==> src/shared/shk_regs.svh <==
// register offsets, fields, reset values and timing counts of the shake and timer block
`ifndef SHK_REGS_SVH
`define SHK_REGS_SVH
`define SHK_ADDR_LIMIT_LOW 8'h46
`define SHK_ADDR_LIMIT_HIGH 8'h47
`define SHK_ADDR_WIDTH_LOW 8'h48
`define SHK_ADDR_WIDTH_HIGH 8'h49
`define SHK_ADDR_TIMER_CTRL 8'h4A
`define SHK_RESET_BYTE 8'h00
`define SHK_LATCH_EN_BIT 7
`define SHK_PERIOD_MSB 6
`define SHK_PERIOD_LSB 4
`define SHK_TILT_MSB 2
`define SHK_TILT_LSB 0
`define SHK_WIDTH_HI_MSB 3
`define SHK_COUNT_MSB 6
`define SHK_COUNT_LSB 4
`define SHK_CLK_HZ 40000000
`define SHK_SLOW_HZ 10
`define SHK_TICK_CYCLES (`SHK_CLK_HZ / `SHK_SLOW_HZ)
`define SHK_TILT_BASE_TICKS 5'h10
`define SHK_TILT_STEP_TICKS 5'h02
`define SHK_LATCH_BASE_TICKS 7'h02
`define SHK_PERIOD_MAX 3'h5
`endif

==> src/shared/shk_pkg.sv <==
// types shared by the shake and timer block
package shk_pkg;
	typedef enum logic [1:0] {
		SHK_IDLE = 2'h0,
		SHK_PEAK = 2'h1,
		SHK_GAP = 2'h3
	} shk_phase_t;
	typedef struct packed {
		logic write;
		logic [7:0] addr;
		logic [7:0] data;
	} shk_wr_t;
	typedef struct packed {
		logic valid;
		logic [15:0] x;
		logic [15:0] y;
		logic [15:0] z;
	} shk_sample_t;
endpackage : shk_pkg

==> src/shk_engine.sv <==
// shake detection engine with tilt hold and temporary latch timers
`timescale 1ns/10ps
`default_nettype none
`include "shk_regs.svh"
// How it works
// - threshold built from low and high byte registers limits shake detection
// - shake when any axis sample-to-sample change exceeds threshold
// - 12-bit width limit, high nibble bits 3:0; count limit bits 6:4
// - first shake detection increments counter and starts peak width measurement
// - peak width beyond limit keeps incrementing the counter
// - after shake ends, gap interval measured; gap beyond limit increments counter once and leaves gap phase
// - counter increments whenever peak or gap width limit is exceeded
// - interrupt decision uses threshold, width limit and count limit together
// - tilt hold and latch period timed by 10 Hz tick
// - tilt held 1.6 s plus 0.2 s per code step before acceptance
// - accepted tilt sets tilt interrupt flag on tilt_int_o
// - latch period 200 ms doubling per step to 6400 ms; 110, 111 reserved
// - latch feature runs only when enable bit is one, default off
module shk_engine #(
	// main clock cycles per low speed tick
	parameter int unsigned TICK_CYCLES = `SHK_TICK_CYCLES
) (
	// clock and reset
	input wire logic ref_clk_i,
	input wire logic sys_rst_i,
	// register writes from the host interface
	input wire shk_pkg::shk_wr_t wr_i,
	// samples from the sampling path
	input wire shk_pkg::shk_sample_t sample_i,
	// tilt condition from the tilt comparator
	input wire logic tilt_cond_i,
	// latch request from interrupt logic
	input wire logic latch_req_i,
	// events
	output logic shake_int_o,
	output logic tilt_int_o,
	output logic latch_active_o,
	output logic latch_rearm_o,
	// state views
	output logic [2:0] shake_count_o,
	output logic shake_cond_o
);
	typedef struct packed {
		logic [15:0] limit;
		logic [11:0] width_limit;
		logic [2:0] count_limit;
		logic latch_en;
		logic [2:0] period;
		logic [2:0] tilt_sel;
		logic have_prev;
		logic [15:0] px;
		logic [15:0] py;
		logic [15:0] pz;
		shk_pkg::shk_phase_t phase;
		logic [11:0] width;
		logic [3:0] count;
		logic shake_int;
		logic cond;
		logic [4:0] tilt_ticks;
		logic tilt_int;
		logic latch_active;
		logic [6:0] latch_ticks;
		logic rearm;
	} shk_state_t;
	shk_state_t st, next_st;
	logic tick;
	logic hit;

	// --------------------------------------------------
	// helpers
	// --------------------------------------------------
	// absolute difference of two signed samples
	function automatic logic [16:0] shk_absdiff(input logic [15:0] a, input logic [15:0] b);
		logic signed [16:0] d;
		d = 17'($signed(a)) - 17'($signed(b));
		shk_absdiff = d[16] ? 17'(-d) : 17'(d);
	endfunction : shk_absdiff

	// change beyond threshold on one axis
	function automatic logic shk_over(input logic [15:0] a, input logic [15:0] b,
			input logic [15:0] lim);
		shk_over = shk_absdiff(a, b) > {1'b0, lim};
	endfunction : shk_over

	// --------------------------------------------------
	// low speed tick
	// --------------------------------------------------
	shk_tick #(
		.TICK_CYCLES(TICK_CYCLES)
	) u_tick (
		.ref_clk_i(ref_clk_i),
		.sys_rst_i(sys_rst_i),
		.tick_o(tick)
	);

	// shake condition on any axis against the programmed limit
	assign hit = st.have_prev && (shk_over(sample_i.x, st.px, st.limit) ||
		shk_over(sample_i.y, st.py, st.limit) || shk_over(sample_i.z, st.pz, st.limit));

	// --------------------------------------------------
	// next state
	// --------------------------------------------------
	always_comb begin
		next_st = st;
		next_st.shake_int = 1'b0;
		next_st.rearm = 1'b0;
		// register writes
		if (wr_i.write) begin
			if (wr_i.addr == `SHK_ADDR_LIMIT_LOW) begin
				next_st.limit[7:0] = wr_i.data;
			end else if (wr_i.addr == `SHK_ADDR_LIMIT_HIGH) begin
				next_st.limit[15:8] = wr_i.data;
			end else if (wr_i.addr == `SHK_ADDR_WIDTH_LOW) begin
				next_st.width_limit[7:0] = wr_i.data;
			end else if (wr_i.addr == `SHK_ADDR_WIDTH_HIGH) begin
				next_st.width_limit[11:8] = wr_i.data[`SHK_WIDTH_HI_MSB:0];
				next_st.count_limit = wr_i.data[`SHK_COUNT_MSB:`SHK_COUNT_LSB];
			end else if (wr_i.addr == `SHK_ADDR_TIMER_CTRL) begin
				next_st.latch_en = wr_i.data[`SHK_LATCH_EN_BIT];
				next_st.period = wr_i.data[`SHK_PERIOD_MSB:`SHK_PERIOD_LSB];
				next_st.tilt_sel = wr_i.data[`SHK_TILT_MSB:`SHK_TILT_LSB];
			end
		end
		// shake engine, one step per sample
		if (sample_i.valid) begin
			next_st.have_prev = 1'b1;
			next_st.px = sample_i.x;
			next_st.py = sample_i.y;
			next_st.pz = sample_i.z;
			next_st.cond = hit;
			case (st.phase)
				shk_pkg::SHK_IDLE: begin
					if (hit) begin
						next_st.phase = shk_pkg::SHK_PEAK;
						next_st.count = st.count + 4'h1;
						next_st.width = 12'h0;
					end
				end
				shk_pkg::SHK_PEAK: begin
					if (!hit) begin
						next_st.phase = shk_pkg::SHK_GAP;
						next_st.width = 12'h0;
					end else if (st.width > st.width_limit) begin
						next_st.count = st.count + 4'h1;
						next_st.width = 12'h0;
					end else begin
						next_st.width = st.width + 12'h1;
					end
				end
				shk_pkg::SHK_GAP: begin
					if (st.width > st.width_limit) begin
						next_st.count = st.count + 4'h1;
						next_st.width = 12'h0;
						next_st.phase = hit ? shk_pkg::SHK_PEAK : shk_pkg::SHK_IDLE;
					end else if (hit) begin
						next_st.phase = shk_pkg::SHK_PEAK;
						next_st.width = 12'h0;
					end else begin
						next_st.width = st.width + 12'h1;
					end
				end
				default: begin
					next_st.phase = shk_pkg::SHK_IDLE;
				end
			endcase
			// decision uses limit, width and count limit together
			if (next_st.count > {1'b0, st.count_limit}) begin
				next_st.shake_int = 1'b1;
				next_st.count = 4'h0;
				next_st.phase = shk_pkg::SHK_IDLE;
			end
		end
		// tilt hold timer on the slow tick
		if (!tilt_cond_i) begin
			next_st.tilt_ticks = 5'h0;
			next_st.tilt_int = 1'b0;
		end else if (tick && !st.tilt_int) begin
			if (st.tilt_ticks + 5'h1 >= `SHK_TILT_BASE_TICKS +
					5'(st.tilt_sel * `SHK_TILT_STEP_TICKS)) begin
				next_st.tilt_int = 1'b1;
			end else begin
				next_st.tilt_ticks = st.tilt_ticks + 5'h1;
			end
		end
		// temporary latch timer
		if (!st.latch_en) begin
			next_st.latch_active = 1'b0;
			next_st.latch_ticks = 7'h0;
		end else if (!st.latch_active) begin
			if (latch_req_i) begin
				next_st.latch_active = 1'b1;
				next_st.latch_ticks = 7'h0;
			end
		end else if (tick) begin
			if (st.period <= `SHK_PERIOD_MAX && st.latch_ticks + 7'h1 >=
					7'(`SHK_LATCH_BASE_TICKS << st.period)) begin
				next_st.latch_active = 1'b0;
				next_st.rearm = 1'b1;
			end else begin
				next_st.latch_ticks = st.latch_ticks + 7'h1;
			end
		end
	end

	// state register
	always_ff @(posedge ref_clk_i or posedge sys_rst_i) begin
		if (sys_rst_i) begin
			st <= '0;
		end else begin
			st <= next_st;
		end
	end

	// outputs from flip-flops
	assign shake_int_o = st.shake_int;
	assign tilt_int_o = st.tilt_int;
	assign latch_active_o = st.latch_active;
	assign latch_rearm_o = st.rearm;
	assign shake_count_o = st.count[2:0];
	assign shake_cond_o = st.cond;
endmodule : shk_engine
`default_nettype wire

==> src/shk_tick.sv <==
// divider giving the 10 Hz low speed tick as a one cycle enable
`timescale 1ns/10ps
`default_nettype none
`include "shk_regs.svh"
module shk_tick #(
	parameter int unsigned TICK_CYCLES = `SHK_TICK_CYCLES
) (
	// clock and reset
	input wire logic ref_clk_i,
	input wire logic sys_rst_i,
	// tick out
	output logic tick_o
);
	typedef struct packed {
		logic [22:0] cnt;
		logic tick;
	} shk_tick_state_t;
	shk_tick_state_t st, next_st;
	// count down and pulse on wrap
	always_comb begin
		next_st = st;
		next_st.tick = 1'b0;
		if (st.cnt == 23'h0) begin
			next_st.cnt = 23'(TICK_CYCLES - 1);
			next_st.tick = 1'b1;
		end else begin
			next_st.cnt = st.cnt - 23'h1;
		end
	end
	// state register
	always_ff @(posedge ref_clk_i or posedge sys_rst_i) begin
		if (sys_rst_i) begin
			st <= '0;
		end else begin
			st <= next_st;
		end
	end
	assign tick_o = st.tick;
endmodule : shk_tick
`default_nettype wire

==> config.mk <==
export PLATFORM = sky130hd
export DESIGN_NAME = shk_engine
export DESIGN_NICKNAME = d
export VERILOG_FILES = /design/src/shared/shk_pkg.sv /design/src/shk_engine.sv /design/src/shk_tick.sv
export VERILOG_INCLUDE_DIRS = /design/src /design/src/shared
export SDC_FILE = /design/constraint.sdc
export NUM_CORES = 1
export LEC_CHECK = 0
export BUFFER_PORTS_ARGS = -buffer_cell sky130_fd_sc_hd__buf_2
export CAP_MARGIN = 20
export CORE_MARGIN = 2
export CORE_UTILIZATION = 60
export DETAILED_ROUTE_END_ITERATION = 7
export GPL_TIMING_DRIVEN = 0
export HOLD_SLACK_MARGIN = 0.15
export PLACE_DENSITY = 0.89
export SYNTH_ARGS = -nofsm -noshare
export SYNTH_HDL_FRONTEND = slang
export SYNTH_SLANG_ARGS = --single-unit
==> constraint.sdc <==
create_clock -name ref_clk_i -period 7.4 [get_ports ref_clk_i]
set_input_delay 2.22 -clock ref_clk_i [delete_from_list [all_inputs] [get_ports ref_clk_i]]
set_output_delay 2.22 -clock ref_clk_i [all_outputs]
set_load 0.01 [all_outputs]
==> run_results.csv <==
group,metric,value,unit
outcome,violations,"negative setup slack",
worst_setup_path,start_kind,"input port",
timing,hold_violations,0,
power_and_ir_drop,cellPowerDensity,246,nW/um^2
floorplan,pin_count,78,
cts,cts_made_buffers,17,
floorplan,rows,51,
cells_and_area,area_growth,17.3,%
timing,slew_headroom,21.3,%
cts,cts_tree,"yes",
logic_synthesis,synth.avg_cell_area,8.59,um^2
logic_synthesis,synthesis.area,11700,um^2
place,io_buffers,75,
timing,clock_skew,0.00949,ns
timing,fin_crit_sh,108,%
cts,cts_max_level,4,
global_routing,grt_max_degree,94,
cts,clock_path_buffers,2,
logic_synthesis,yosys_warnings,0,
timing,worst_slew_pin_slew,1.17,ns
floorplan,core,19300,um^2
timing,rsz0062_at_grt,"yes",
logic_synthesis,synth-edff-count,0,
power_and_ir_drop,ir_drop,214,uV
timing,max_clock_freq,125,MHz
logic_synthesis,muxShareOfSynthArea,2.76,%
cells_and_area,final_cell_mix,"149 x nand2_1, 146 x dfrtp_1, 125 x ha_1, 115 x inv_1, 106 x o21ai_0",
route,vias_per_cell,6.20,
place,dp_hpwl,20700,um
route,totalWireLength,31600,um
global_routing,grt_pass1_vias,10600,
logic_synthesis,async_flop_share,100,%
worst_setup_path,arrival,8.37,ns
logic_synthesis,synth_top_family_by_area,"compound AO/OA/AOI/OAI gates",
cells_and_area,drive_above_1_share,18.2,%
route,vias,11000,
worst_setup_path,crit_type,"input port to register",
global_routing,grt_pass1_wl,50300,um
worst_setup_path,path_buf_inv,5,
logic_synthesis,synth.distinct_cells,80,
floorplan,start_util,60.6,%
cts,cts.sinks,146,
worst_setup_path,critPathCaptureType,"register",
worst_setup_path,worst_path_max_delay_cell,"or4_4",
cts,clk_pin_slew,0.07,ns
route,postRouteAntennaNets,0,
cts,ctsRootBufferMaster,"clkbuf_16",
cells_and_area,final_util,71.1,%
cells_and_area,mostFrequentLayoutCell,"nand2_1",
cts,hold_buffers,0,
cells_and_area,nets,1694,
floorplan,fp.dieW,144,um
hold_path,hold_class,"register to register",
logic_synthesis,ys_ff_latch,146,
worst_setup_path,worst-path-max-fanout,7,
power_and_ir_drop,power_leakage,6.44,nW
global_routing,grt_usage,30.1,%
route,first_pass_iters,5,
logic_synthesis,synth_compound_area_share,19.9,%
global_routing,grt-ovfl-total,0,
worst_setup_path,required,7.78,ns
outcome,status,"finished, violations left",
logic_synthesis,synthCells,1361,
timing,setup_viol,6,
floorplan,die_y,144,um
worst_setup_path,cp_top_family,"compound AO/OA/AOI/OAI gates",
logic_synthesis,synth_nets,1562,
timing,drv_slew,0,
floorplan,dieArea,20600,um^2
job,drv_cap,0,
logic_synthesis,seq_area_frac_synth,31.3,%
timing,fin_crit,7.99,ns
global_routing,grt_antenna_before_repair,0,
route,initialDrtViolationCount,793,
worst_setup_path,cpPeakStageDelay,0.52,ns
logic_synthesis,synth-xor-area-share,7.27,%
logic_synthesis,synth_top_flop_cell,"dfrtp_1",
logic_synthesis,yosys.area_share.simple,18.9,%
cells_and_area,num_antenna_cells,0,
timing,setup_slack,-0.591,ns
cts,clk_latency,0.44,ns
place,gp_congestion,0.867,
place,preCtsSetupSlack,-1.70,ns
route,drc,0,
route,avgRoutedWirePerCell,17.9,um
logic_synthesis,synth-adder-area-share,14.2,%
==> path summary, 6_finish.rpt <==
check | from | endpoint | slack [ns] | depth (start not counted)
min reg2reg | u_tick.st[1] | u_tick.st[1] | 0.45 | 1
max | sample_i[1] | shake_count_o[1] | -0.59 | 32
max in group asynchronous | sys_rst_i | st[71] | 4.73 | 3
min | u_tick.st[1] | u_tick.st[1] | 0.45 | 1
max reg2reg | st[36] | shake_count_o[1] | 0.89 | 32
min in group asynchronous | sys_rst_i | u_tick.tick_o | 1.83 | 2
==> where the power goes <==
group	switching (W)	internal, W	total, W
Clock	0.000381	0.000519	0.000900
Combinational	0.000895	0.000677	0.00157
Sequential	0.0000407	0.000859	0.000899
==> final cells by class <==
cell class,instances,area [um^2]
multi-input cells,1050,7710
fillers,1393,5560
flip-flops and latches,146,3650
repair buffers,114,723
inverters,122,473
clock buffers,19,453
well taps,265,332
plain buffers,42,224
clock inverters,13,146
==> worst register-to-register path, delay by kind of cell (launching register included) <==
kind                     cells  cell delay, ns
XOR/XNOR                     2            0.34
AO/OA/AOI/OAI               15            2.74
adder cells (fa/ha/maj)      3            0.81
flip-flops                   1            0.36
buffers and inverters        5            0.70
AND/OR/NAND/NOR              7            1.52
==> routing by layer <==
layer	vias to the layer above	global-route usage [%]	routed length [um]
li1	5109	-	-
met1	5263	37.6	12800
met4	0	13.2	1260
met3	122	4.43	1990
met2	486	51.8	15600
met5	-	0	0
==> through the flow <==
| step | TNS (ns) | power [W] | instance area [um^2] | hold WS (ns) | std cells |
|---|---|---|---|---|---|
| finish | -3.39 | 0.00337 | 13700 | 0.451 | 1771 |
| global route | -4.93 | 0.00355 | 13700 | 0.472 | 1771 |
| CTS | -2.37 | 0.00324 | 13400 | 0.457 | 1754 |
| detailed placement | -13.38 | 0.00225 | 12500 | 0.448 | 1702 |
| global placement | -59.73 | 0.00218 | 12500 | 0.437 | 1701 |
| floorplan | -2.60 | 0.00195 | 11800 | 0.422 | 1361 |
==> cells by family after synthesis <==
family | after synthesis
xor+xnor | 97
mux | 29
buf+inv | 165
compound gates | 361
simple gates | 432
fa+ha+maj | 131
flops | 146
==> timing repair <==
| item | 4_1_cts | 5_1_grt |
|---|---|---|
| setup buffers | 20 | 17 |
| cloned | 0 | 1 |
| setup endpoints to repair | 10 | 6 |
| pin swaps | 31 | 39 |
| gates resized for setup | 35 | 27 |
==> cells in the mapped netlist, drive strengths merged (16+ instances only) <==
cell type    n  area (um^2)
mux2        26          293
xor2        34          298
a21o        40          300
buf         16          104
nand3       37          200
inv        121          454
xnor2       63          552
a31oi       32          206
dfrtp      146         3650
o21ai      115          576
nor2        75          282
nand2      150          563
nor3        20          100
nand4       23          144
clkbuf      27          101
nor2b       16          100
a21oi       66          338
ha         128         1600
nand2b      28          175
==> flip-flops by register name, summed over array words and instances (netlist names) <==
name            flops
latch_active_o      1
st                114
tilt_int_o          1
shake_int_o         1
latch_rearm_o       1
u_tick.tick_o       1
shake_count_o       3
shake_cond_o        1
u_tick.st          23
Note: power is estimated with default switching activity, not from simulation.
